===== src/pkg/e1_ts0_pkg.sv =====
// Constants for the E1 check multiframe timeslot 0 formatter
package e1_ts0_pkg;
  localparam int FRAME_BITS = 256;
  localparam logic [7:0] LAST_BIT = 8'hff;
  localparam logic [3:0] MF_FRAMES_LAST = 4'hf;
  localparam logic [2:0] TS0_LAST_POS = 3'h7;
  localparam logic [2:0] POS_SI = 3'h0;
  localparam logic [2:0] POS_FIXED = 3'h1;
  localparam logic [2:0] POS_ALARM = 3'h2;
  localparam logic [2:0] POS_SPARE = 3'h3;
  // Alignment word, bit 1 in the top position
  localparam logic [6:0] ALIGN_WORD = 7'h1b;
  // Multiframe alignment sequence, first bit in the top position
  localparam logic [5:0] MF_PATTERN = 6'h0b;
  localparam logic [2:0] MF_PATTERN_LEN = 3'h6;
  localparam logic [2:0] E_FIRST_SLOT = 3'h6;
  localparam logic [2:0] E_LAST_SLOT = 3'h7;
  // Frame whose bit 0 ends the alignment sequence
  localparam logic [3:0] MF_MATCH_FRAME = 4'hb;
  localparam logic [3:0] CRC_INIT = 4'h0;
  localparam logic FIXED_ONE = 1'b1;
  localparam logic ALARM_IDLE = 1'b0;
endpackage


===== src/hw/crc4_serial.sv =====
// Serial CRC-4 engine, generator x^4 + x + 1, msb of remainder is the first check bit
`timescale 1ns/10ps
module crc4_serial
  import e1_ts0_pkg::*;
(
  input wire logic clk,
  input wire logic rst_n,
  input wire logic en,
  input wire logic restart,
  input wire logic data_bit,
  output logic [3:0] crc
);

  function automatic logic [3:0] crc_step(input logic [3:0] r, input logic d);
    logic fb;
    fb = d ^ r[3];
    crc_step = {r[2], r[1], r[0] ^ fb, fb};
  endfunction

  always_ff @(posedge clk or negedge rst_n) begin
    if (!rst_n) begin
      crc <= CRC_INIT;
    end else if (en) begin
      crc <= crc_step(restart ? CRC_INIT : crc, data_bit);
    end
  end

endmodule // crc4_serial


===== src/hw/e1_crc_multiframe_ts0_formatter.sv =====
// E1 check multiframe timeslot 0 formatter: transmit insertion and receive multiframe location
`timescale 1ns/10ps
// Contract
// - Both streams are grouped into multiframes of sixteen frames that open with an alignment-word frame.
// - Each multiframe splits into two halves of eight frames, alternating alignment-word and other frames.
// - Bit 0 of the alignment-word frames of a half carries the four check bits, first to fourth in order.
// - A 4-bit cyclic check is computed over each half and sent in the check positions of the next half.
// - Bit 0 of the other frames carries 0,0,1,0,1,1 over the first six and two error bits in the last two.
// - The error bits report halves that the local receiver found with mismatching check bits.
// - Bit 1 of every other frame is sent as a constant 1 and the far receiver uses it for alignment search.
// - The remote alarm bit is 0 in normal operation and changes only to signal an alarm.
// - The receiver takes bit 0 of each other frame and uses those bits to find the multiframe boundary.
module e1_crc_multiframe_ts0_formatter
  import e1_ts0_pkg::*;
#(
  parameter int CLKS_PER_BIT = 1
)
(
  input wire logic clk,
  input wire logic rst_n,
  input wire logic tx_payload,
  input wire logic remote_alarm,
  input wire logic [4:0] national_spare,
  output logic tx_line,
  output logic tx_bit_valid,
  output logic tx_mf_start,
  input wire logic rx_line,
  input wire logic rx_frame_sync,
  output logic rx_mf_locked,
  output logic rx_mf_start,
  output logic rx_crc_error,
  output logic [3:0] rx_frame_number
);

  ////////////////////////////////////////////////////////////////////////////
  // Bit rate enable
  logic [15:0] div_cnt;
  logic bit_tick;

  assign bit_tick = (div_cnt == 16'(CLKS_PER_BIT - 1));

  always_ff @(posedge clk or negedge rst_n) begin
    if (!rst_n) begin
      div_cnt <= 16'h0000;
    end else if (bit_tick) begin
      div_cnt <= 16'h0000;
    end else begin
      div_cnt <= div_cnt + 16'h0001;
    end
  end

  ////////////////////////////////////////////////////////////////////////////
  // Transmit position
  logic [7:0] tx_bit;
  logic [3:0] tx_frame;
  logic [2:0] tx_pos;
  logic tx_in_ts0;
  logic tx_align_frame;
  logic tx_half_start;

  assign tx_pos = tx_bit[2:0];
  assign tx_in_ts0 = (tx_bit[7:3] == 5'h00);
  assign tx_align_frame = ~tx_frame[0];
  assign tx_half_start = (tx_bit == 8'h00) && (tx_frame[2:0] == 3'h0);

  always_ff @(posedge clk or negedge rst_n) begin
    if (!rst_n) begin
      tx_bit <= 8'h00;
      tx_frame <= 4'h0;
    end else if (bit_tick) begin
      tx_bit <= tx_bit + 8'h01;
      if (tx_bit == LAST_BIT) begin
        tx_frame <= tx_frame + 4'h1;
      end
    end
  end

  ////////////////////////////////////////////////////////////////////////////
  // Transmit timeslot 0 content
  logic [3:0] tx_crc;
  logic [3:0] tx_cbits;
  logic [3:0] cbits_now;
  logic [1:0] e_pend;
  logic [2:0] nfas_slot;
  logic ts0_bit;
  logic next_line;
  logic crc_in;

  assign cbits_now = tx_half_start ? tx_crc : tx_cbits;
  assign nfas_slot = tx_frame[3:1];

  always_comb begin
    ts0_bit = 1'b0;
    if (tx_align_frame) begin
      if (tx_pos == POS_SI) begin
        ts0_bit = cbits_now[2'(3 - tx_frame[2:1])];
      end else begin
        ts0_bit = ALIGN_WORD[3'(TS0_LAST_POS - tx_pos)];
      end
    end else begin
      case (tx_pos)
        POS_SI: begin
          if (nfas_slot < MF_PATTERN_LEN) begin
            ts0_bit = MF_PATTERN[3'(MF_PATTERN_LEN - 3'h1 - nfas_slot)];
          end else begin
            ts0_bit = ~e_pend[nfas_slot == E_LAST_SLOT];
          end
        end
        POS_FIXED: ts0_bit = FIXED_ONE;
        POS_ALARM: ts0_bit = remote_alarm ? ~ALARM_IDLE : ALARM_IDLE;
        default: ts0_bit = national_spare[3'(tx_pos - POS_SPARE)];
      endcase
    end
  end

  // Bit 0 of the octet leaves first
  assign next_line = tx_in_ts0 ? ts0_bit : tx_payload;
  // Check positions count as zero in the sum
  assign crc_in = (tx_in_ts0 && tx_align_frame && tx_pos == POS_SI) ? 1'b0 : next_line;

  crc4_serial u_tx_crc (
    .clk(clk),
    .rst_n(rst_n),
    .en(bit_tick),
    .restart(tx_half_start),
    .data_bit(crc_in),
    .crc(tx_crc)
  );

  always_ff @(posedge clk or negedge rst_n) begin
    if (!rst_n) begin
      tx_cbits <= CRC_INIT;
    end else if (bit_tick && tx_half_start) begin
      tx_cbits <= tx_crc;
    end
  end

  always_ff @(posedge clk or negedge rst_n) begin
    if (!rst_n) begin
      tx_line <= 1'b0;
      tx_bit_valid <= 1'b0;
      tx_mf_start <= 1'b0;
    end else begin
      tx_bit_valid <= bit_tick;
      tx_mf_start <= bit_tick && tx_half_start && (tx_frame == 4'h0);
      if (bit_tick) begin
        tx_line <= next_line;
      end
    end
  end

  ////////////////////////////////////////////////////////////////////////////
  // Receive position and multiframe search
  logic [7:0] rx_cnt;
  logic [7:0] rx_pos;
  logic [3:0] rx_frame;
  logic [3:0] rx_cur_frame;
  logic rx_b0;
  logic [5:0] rx_hist;
  logic [5:0] next_hist;
  logic rx_nfas;
  logic rx_match;

  assign rx_pos = rx_frame_sync ? 8'h00 : rx_cnt;
  assign rx_cur_frame = (rx_pos == 8'h00) ? rx_frame + 4'h1 : rx_frame;
  assign rx_nfas = (rx_pos == 8'(POS_FIXED)) && rx_line;
  assign next_hist = {rx_hist[4:0], rx_b0};
  assign rx_match = (next_hist == MF_PATTERN);
  assign rx_frame_number = rx_frame;

  always_ff @(posedge clk or negedge rst_n) begin
    if (!rst_n) begin
      rx_cnt <= 8'h00;
      rx_b0 <= 1'b0;
      rx_hist <= 6'h00;
    end else if (bit_tick) begin
      rx_cnt <= rx_pos + 8'h01;
      if (rx_pos == 8'(POS_SI)) begin
        rx_b0 <= rx_line;
      end
      if (rx_nfas) begin
        rx_hist <= next_hist;
      end
    end
  end

  always_ff @(posedge clk or negedge rst_n) begin
    if (!rst_n) begin
      rx_frame <= 4'h0;
      rx_mf_locked <= 1'b0;
    end else if (bit_tick) begin
      if (rx_nfas && rx_match) begin
        rx_frame <= MF_MATCH_FRAME;
        rx_mf_locked <= 1'b1;
      end else begin
        if (rx_nfas && rx_frame == MF_MATCH_FRAME) begin
          rx_mf_locked <= 1'b0;
        end
        if (rx_pos == 8'h00) begin
          rx_frame <= rx_frame + 4'h1;
        end
      end
    end
  end

  ////////////////////////////////////////////////////////////////////////////
  // Receive check
  logic rx_half_start;
  logic rx_cpos;
  logic [3:0] rx_crc;
  logic [3:0] rx_crc_prev;
  logic [3:0] rx_cbits;
  logic rx_prev_valid;
  logic rx_half_seen;
  logic rx_err_now;

  assign rx_half_start = (rx_pos == 8'h00) && (rx_cur_frame[2:0] == 3'h0);
  assign rx_cpos = (rx_pos == 8'h00) && ~rx_cur_frame[0];
  assign rx_err_now = bit_tick && rx_half_start && rx_mf_locked && rx_prev_valid && (rx_cbits != rx_crc_prev);

  crc4_serial u_rx_crc (
    .clk(clk),
    .rst_n(rst_n),
    .en(bit_tick),
    .restart(rx_half_start),
    .data_bit(rx_cpos ? 1'b0 : rx_line),
    .crc(rx_crc)
  );

  always_ff @(posedge clk or negedge rst_n) begin
    if (!rst_n) begin
      rx_cbits <= CRC_INIT;
      rx_crc_prev <= CRC_INIT;
      rx_prev_valid <= 1'b0;
      rx_half_seen <= 1'b0;
    end else if (bit_tick) begin
      if (rx_cpos) begin
        rx_cbits[2'(3 - rx_cur_frame[2:1])] <= rx_line;
      end
      // Compare only halves seen whole while locked
      if (!rx_mf_locked) begin
        rx_prev_valid <= 1'b0;
        rx_half_seen <= 1'b0;
      end else if (rx_half_start) begin
        rx_crc_prev <= rx_crc;
        rx_half_seen <= 1'b1;
        rx_prev_valid <= rx_half_seen;
      end
    end
  end

  always_ff @(posedge clk or negedge rst_n) begin
    if (!rst_n) begin
      rx_crc_error <= 1'b0;
      rx_mf_start <= 1'b0;
    end else begin
      rx_crc_error <= rx_err_now;
      rx_mf_start <= bit_tick && rx_mf_locked && (rx_pos == 8'h00) && (rx_cur_frame == 4'h0);
    end
  end

  ////////////////////////////////////////////////////////////////////////////
  // Error bits owed to the far end, set wins over clear
  logic e_send0;
  logic e_send1;

  assign e_send0 = bit_tick && tx_in_ts0 && !tx_align_frame && tx_pos == POS_SI && nfas_slot == E_FIRST_SLOT;
  assign e_send1 = bit_tick && tx_in_ts0 && !tx_align_frame && tx_pos == POS_SI && nfas_slot == E_LAST_SLOT;

  always_ff @(posedge clk or negedge rst_n) begin
    if (!rst_n) begin
      e_pend <= 2'b00;
    end else begin
      if (rx_err_now && rx_cur_frame[3]) begin
        e_pend[0] <= 1'b1;
      end else if (e_send0) begin
        e_pend[0] <= 1'b0;
      end
      if (rx_err_now && !rx_cur_frame[3]) begin
        e_pend[1] <= 1'b1;
      end else if (e_send1) begin
        e_pend[1] <= 1'b0;
      end
    end
  end

endmodule // e1_crc_multiframe_ts0_formatter


===== config.mk =====
export PLATFORM = sky130hd
export DESIGN_NAME = e1_crc_multiframe_ts0_formatter
export DESIGN_NICKNAME = d
export VERILOG_FILES = /design/src/pkg/e1_ts0_pkg.sv /design/src/hw/crc4_serial.sv /design/src/hw/e1_crc_multiframe_ts0_formatter.sv
export SDC_FILE = /design/constraint.sdc
export NUM_CORES = 1
export LEC_CHECK = 0
export ABC_AREA = 1
export BUFFER_PORTS_ARGS = -buffer_cell sky130_fd_sc_hd__buf_2
export CAP_MARGIN = 20
export CORE_MARGIN = 2
export CORE_UTILIZATION = 55
export DETAILED_ROUTE_END_ITERATION = 12
export HOLD_SLACK_MARGIN = 0.03
export PLACE_DENSITY = 0.8
export SLEW_MARGIN = 10
export SYNTH_ARGS = -nofsm -noshare
export SYNTH_HDL_FRONTEND = slang
export SYNTH_SLANG_ARGS = --single-unit

===== constraint.sdc =====
create_clock -name clk -period 2.5 [get_ports clk]
set_input_delay 0.25 -clock clk [delete_from_list [all_inputs] [get_ports clk]]
set_output_delay 0.25 -clock clk [all_outputs]
set_load 0.03 [all_outputs]

# ---- Word level (Yosys, flattened, before mapping)
# Memories as Yosys holds them, arrays and structs flattened.
# Cells that the tools add are included.
dict set report classes {
  bitwise_logic 7
  n_addsub 10
  n_lt_le_gt_ge 8
  n_eq_ne 10
  reduce_logical 45
  mux 36
}
# op n
set op_table {}
lappend op_table {{$logic_and A1 B1 Y1} 25}
lappend op_table {{$mux W1} 24}
lappend op_table {{$mux W4} 5}
lappend op_table {{$add A16 B1 Y16 const B} 1}
lappend op_table {{$add A8 B1 Y8 const B} 2}
lappend op_table {{$logic_not A16 Y1} 1}
lappend op_table {{$logic_not A8 Y1} 2}
lappend op_table {{$mux W16} 1}
lappend op_table {{$lt A3 B4 Y1 const B} 3}
lappend op_table {{$reduce_and A2 Y1} 6}
lappend op_table {{$logic_not A3 Y1} 3}
lappend op_table {{$add A4 B1 Y4 const B} 2}
lappend op_table {{$eq A8 B1 Y1 const B} 1}
lappend op_table {{$eq A8 B8 Y1 const B} 1}
lappend op_table {{$logic_not A4 Y1} 2}
lappend op_table {{$mux W8} 1}
lappend op_table {{$eq A3 B3 Y1 const B} 2}
lappend op_table {{$eq A6 B4 Y1 const B} 1}
lappend op_table {{$lt A2 B3 Y1 const B} 2}
lappend op_table {{$reduce_bool A2 Y1} 3}
lappend op_table {{$sub A3 B3 Y3 const A} 2}
lappend op_table {{$logic_not A5 Y1} 1}
lappend op_table {{$bwmux W4} 1}
lappend op_table {{$eq A4 B4 Y1 const B} 1}
lappend op_table {{other kinds (17)} 23}
dict set report totals {
  reg_bits 76
  mem_bits_ro 16
  memories 2
  out_inout_bits 10
  inputBits 11
}
# name words word_bits read_ports rd_ports_with_merged_regs write_ports line_no
set mem_list {}
lappend mem_list {{(no name shown)} 8 1 1 0 0 e1_crc_multiframe_ts0_formatter.sv:104} ;# ts0_bit = MF_PATTERN[3'(MF_PATTERN_LEN - 3'h1 - nfas_slot)];
lappend mem_list {{(no name shown)} 8 1 1 0 0 e1_crc_multiframe_ts0_formatter.sv:98} ;# ts0_bit = ALIGN_WORD[3'(TS0_LAST_POS - tx_pos)];

# ---- Logic depth before layout (Yosys ltp)
dict set report depth {
  ltp_word 11
  ltp_mapped 18
  mapped_depth_nobuf 18
}

# ---- Cells and area by module
# Synthesis repeated with hierarchy kept, for this count alone.
dict set report unflattened {
  cells_unflattened 517
  area_unflattened_um2 4231.6
}
# module area_per_inst_um2 cells_per_inst n_inst
set by_module_without_submodules {}
lappend by_module_without_submodules {e1_crc_multiframe_ts0_formatter 3843.7 467 1}
lappend by_module_without_submodules {crc4_serial 193.9 25 2}

# ---- Worst setup path after synthesis
# OpenSTA, ideal clock, no wires.
dict set report synth_path {
  path_type {reg-to-reg}
  start {reg rx_cnt[6]}
  end {reg u_rx_crc.crc[1]}
  setup_slack_ns 0.415
  path_stages_with_launch 13
  period_less_slack_ns 2.085
  setup_ns 0.117
  arrival_ns 1.968
  cell_sequence {dfrtp_1 inv_1 nor2_1 nor4_4 nand2_4 inv_1 ha_1 nor2_1 nand3_2 nand3_1 nand3_1 nand2_1 nand2_1}
}
dict set report synth_via {
  elab_chain_cells 8
  elab_cells_between_ends 11
}
# element line_no
set synth_rtl {}
lappend synth_rtl {{from (decl)} e1_crc_multiframe_ts0_formatter.sv:154} ;# logic [7:0] rx_cnt;
lappend synth_rtl {{from (signal assigned)} e1_crc_multiframe_ts0_formatter.sv:177} ;# rx_cnt <= rx_pos + 8'h01;
lappend synth_rtl {{$mux W8 *} e1_crc_multiframe_ts0_formatter.sv:164} ;# assign rx_pos = rx_frame_sync ? 8'h00 : rx_cnt;
lappend synth_rtl {{$logic_not A8 Y1 *} {e1_crc_multiframe_ts0_formatter.sv:165, e1_crc_multiframe_ts0_formatter.sv:217, e1_crc_multiframe_ts0_formatter.sv:218}}
lappend synth_rtl {{$mux W4} n/a}
lappend synth_rtl {{$logic_not A3 Y1 or $not A1 Y1 (tied branches)} {e1_crc_multiframe_ts0_formatter.sv:217, e1_crc_multiframe_ts0_formatter.sv:218}}
lappend synth_rtl {{$logic_and A1 B1 Y1, on equally long branches} {e1_crc_multiframe_ts0_formatter.sv:217, e1_crc_multiframe_ts0_formatter.sv:218}}
lappend synth_rtl {{$mux W4 or $mux W1 (tied branches)} {crc4_serial.sv:24, e1_crc_multiframe_ts0_formatter.sv:226}}
lappend synth_rtl {{$xor A1 B1 Y1} crc4_serial.sv:16} ;# fb = d ^ r[3];
lappend synth_rtl {{$xor A1 B1 Y1 *} crc4_serial.sv:17} ;# crc_step = {r[2], r[1], r[0] ^ fb, fb};
lappend synth_rtl {{to (signal assigned)} crc4_serial.sv:24} ;# crc <= crc_step(restart ? CRC_INIT : crc, data_bit);
lappend synth_rtl {{to (decl)} crc4_serial.sv:11} ;# output logic [3:0] crc
# Every way passes the cells marked *; elsewhere a longest branch is shown, timed or not.
# A chain may end at the register's enable or synchronous reset.

# ---- Worst setup path in the final report
dict set report layout_path {
  start {reg rx_cnt[5]}
  end {reg u_rx_crc.crc[1]}
}
# Same word-level chain as after synthesis.

==> flow_summary.yaml <==
setup_path:
  slowest_stage: "dfrtp_1"
  max_stage_delay_ns: 0.38
  endpoint_kind: "flop"
  required_ns: 2.76
  critPathKind: "reg2reg"
  cp.arrival_ns: 2.55
  startpoint_type: "flop"
  cp_max_fo: 7
  critical_path.cell_chain: "inv_1, nor2_1, nor4_4, nand2_4, inv_1, ha_1, nor2_2, nand3_2, nand3_1, nand3_1, nand2_1, nand2_1"
timing:
  fin_tns_setup_ns: 0
  fmax_mhz: 436
  rsz0062_at_grt: "false"
  max_slew_margin: 0.382
  min_period_over_period: 0.918
  worst_pin_slew_ns: 0.927
  setup_viol: 0
  slew_viol_final: 0
  fin_crit_ns: 2.29
  finalHoldViolCount: 0
  skew_ns: 0.00681
yosys:
  synth-xor-area-share: 0.0564
  synth-compound-area-share: 0.0744
  synth.top_cell.area_share: 0.471
  synth_simple_gate_area_frac: 0.267
  synth_area_per_cell_sq_um: 8.07
  synth_fa_ha_area_frac: 0.0465
  ys_warn_count: 0
  synth_top_family_by_area: "simple AND/OR/NAND/NOR gates"
  synthDistinctLibCells: 33
  syn_nets: 526
  yosys-top-cells-area: "dfrtp_1, nand2_1, inv_1"
  synth_area_sq_mm: 0.00404
  yosysTopAreaCell: "dfrtp_1"
  synth.area.mux_share: 0.00279
  ys_ff_latch: 76
  syn_inst: 500
  yosysSeqAreaShare: 0.471
pwr:
  leakage_nw: 2.33
  peakVddDrop_v: 0.000375
  p_per_area_mw_per_mm2: 762
clock_network:
  cts_buffers: 9
  hold_buffers: 0
  cts_max_path_buffers: 2
  cts.sinks: 76
  cts_resized: 0
  tritoncts: "done"
  htree_levels: 3
  postCtsSetupBuffers: 0
  clk_transition_reported_paths_ns: 0.08
  root_buffer: "clkbuf_8"
  clk_latency_ns: 0.36
global_routing:
  grt_pass1_vias: 3055
  grt_overflow: 0
  antenna_found_initial: 0
  grt_first_pass_wirelength_um: 13200
  grt_max_degree: 77
  grtUsageTotal: 0.216
floorplanning:
  dieArea_sq_mm: 0.00804
  core_area_sq_mm: 0.00718
  die_w_um: 89.7
  rows: 31
  start_util: 0.562
  io_pins: 21
  fp.dieH_um: 89.7
placement:
  port_buffers: 20
  dp_hpwl_um: 5580
  placement.cell_area_sq_mm: 0.00425
  gp_congestion: 0.897
routing:
  first_pass_iters: 4
  wl_um: 7770
  vias: 3232
  drtIter0Drc: 203
  avgRoutedWirePerCell_um: 12.3
  vias_per_cell: 5.12
  ant_nets: 0
  post-route-drc-count: 0
final_layout:
  layout_commonest_cell: "nand2_1"
  nFillCells: 605
  nets: 553
  num_antenna_cells: 0
  layout-drive-gt1-share: 0.105
  final_cell_mix: "nand2_1, inv_1, dfrtp_1, nor2_1, o21ai_0"
  area_growth_pct: 11.0
  finalInstanceArea_sq_mm: 0.00448
job:
  cap_violations: 0
min_path:
  hp-class: "in2async"
status:
  outcome: "completed"
cells by family (layout without fill, tap and decap cells):
family          after synthesis  after routing
buf+inv                      86            118
mux                           1              1
flops                        76             76
simple gates                240            240
compound gates               56             56
xor+xnor                     26             26
fa+ha+maj                    15             15
flip-flops by register name, indices dropped and copies added, names as in the netlist, 5 cells and up:
name / count
div_cnt: 16
rx_cnt: 8
tx_bit: 8
rx_hist: 5
per-stage QoR:
step	std cells	power [mW]	util	hold WS (ns)	setup slack [ns]
6_report	631	3.41	0.624	0.0162	0.205
5_1_grt	631	3.61	0.624	0.116	0.0355
4_1_cts	631	3.42	0.623	0.0667	0.142
3_5_place_dp	615	2.38	0.593	0.458	0.117
3_3_place_gp	615	2.33	0.593	0.448	0.216
2_1_floorplan	500	2.15	-	-0.0456	0.415
cell type report:
type                       instances  area, sq um  area share
clock buffer                      12          145      0.0324
clock inverter                     4         72.6      0.0162
inverter                          78          293      0.0654
multi-input combinational        338         1810       0.404
sequential                        76         1900       0.425
tap                               99          124      0.0277
timing repair buffer              24          133      0.0296
synth_stat cells:
| library cell | count |
|---|---|
| inv_2 | 2 |
| inv_1 | 76 |
| nand3_1 | 37 |
| nor4_1 | 6 |
| nand3_2 | 1 |
| clkbuf_1 | 4 |
| or2_2 | 3 |
| o21ai_4 | 1 |
| nand3b_1 | 2 |
| ha_1 | 15 |
| o21ai_0 | 39 |
| nand4_1 | 7 |
| nor2_1 | 47 |
| mux2_2 | 1 |
| a22oi_1 | 1 |
| dfrtp_1 | 76 |
| nand2_4 | 1 |
| xor2_1 | 21 |
| nand4_4 | 1 |
| buf_4 | 1 |
| nand2_1 | 126 |
| buf_2 | 3 |
| nor3_1 | 3 |
| nor2_2 | 1 |
| a21oi_1 | 10 |
| nor4_4 | 1 |
| xnor2_1 | 5 |
| nor3_2 | 1 |
| o21ai_2 | 1 |
| nor2_4 | 2 |
| a31oi_1 | 2 |
| nor4b_1 | 1 |
| o21ai_1 | 2 |
worst max-delay path, delay by kind of cell (launching register included):
family / cells / cell delay [ns]
flip-flops: 1 / 0.38
buffers and inverters: 2 / 0.20
AND/OR/NAND/NOR: 9 / 1.35
adder cells (fa/ha/maj): 1 / 0.27
final timing paths:
check	startpoint	to	slack [ns]	cells after the start
max	rx_cnt[5]	u_rx_crc.crc[1]	0.21	12
min	rst_n	rx_cnt[5]	0.02	1
max reg2reg	rx_cnt[5]	u_rx_crc.crc[1]	0.21	12
min reg2reg	rx_half_seen	rx_half_seen	0.49	2
max in group asynchronous	rst_n	div_cnt[5]	1.88	1
min in group clk	tx_payload	tx_line	0.22	3
report_power, final:
part	switching, mW	leakage [nW]	internal, mW
Sequential	0.153	0.972	1.41
Clock	0.461	0.107	0.589
Combinational	0.508	1.25	0.285
Total	1.12	2.33	2.29
per-layer routing:
| layer | routed length (um) | GRT usage |
|---|---|---|
| met1 | 3610 | 0.274 |
| met2 | 3760 | 0.353 |
| met3 | 247 | 0.0420 |
| met4 | 158 | 0.107 |
| met5 | 0 | 0 |
No activity file was read; power rests on OpenSTA's default activity.
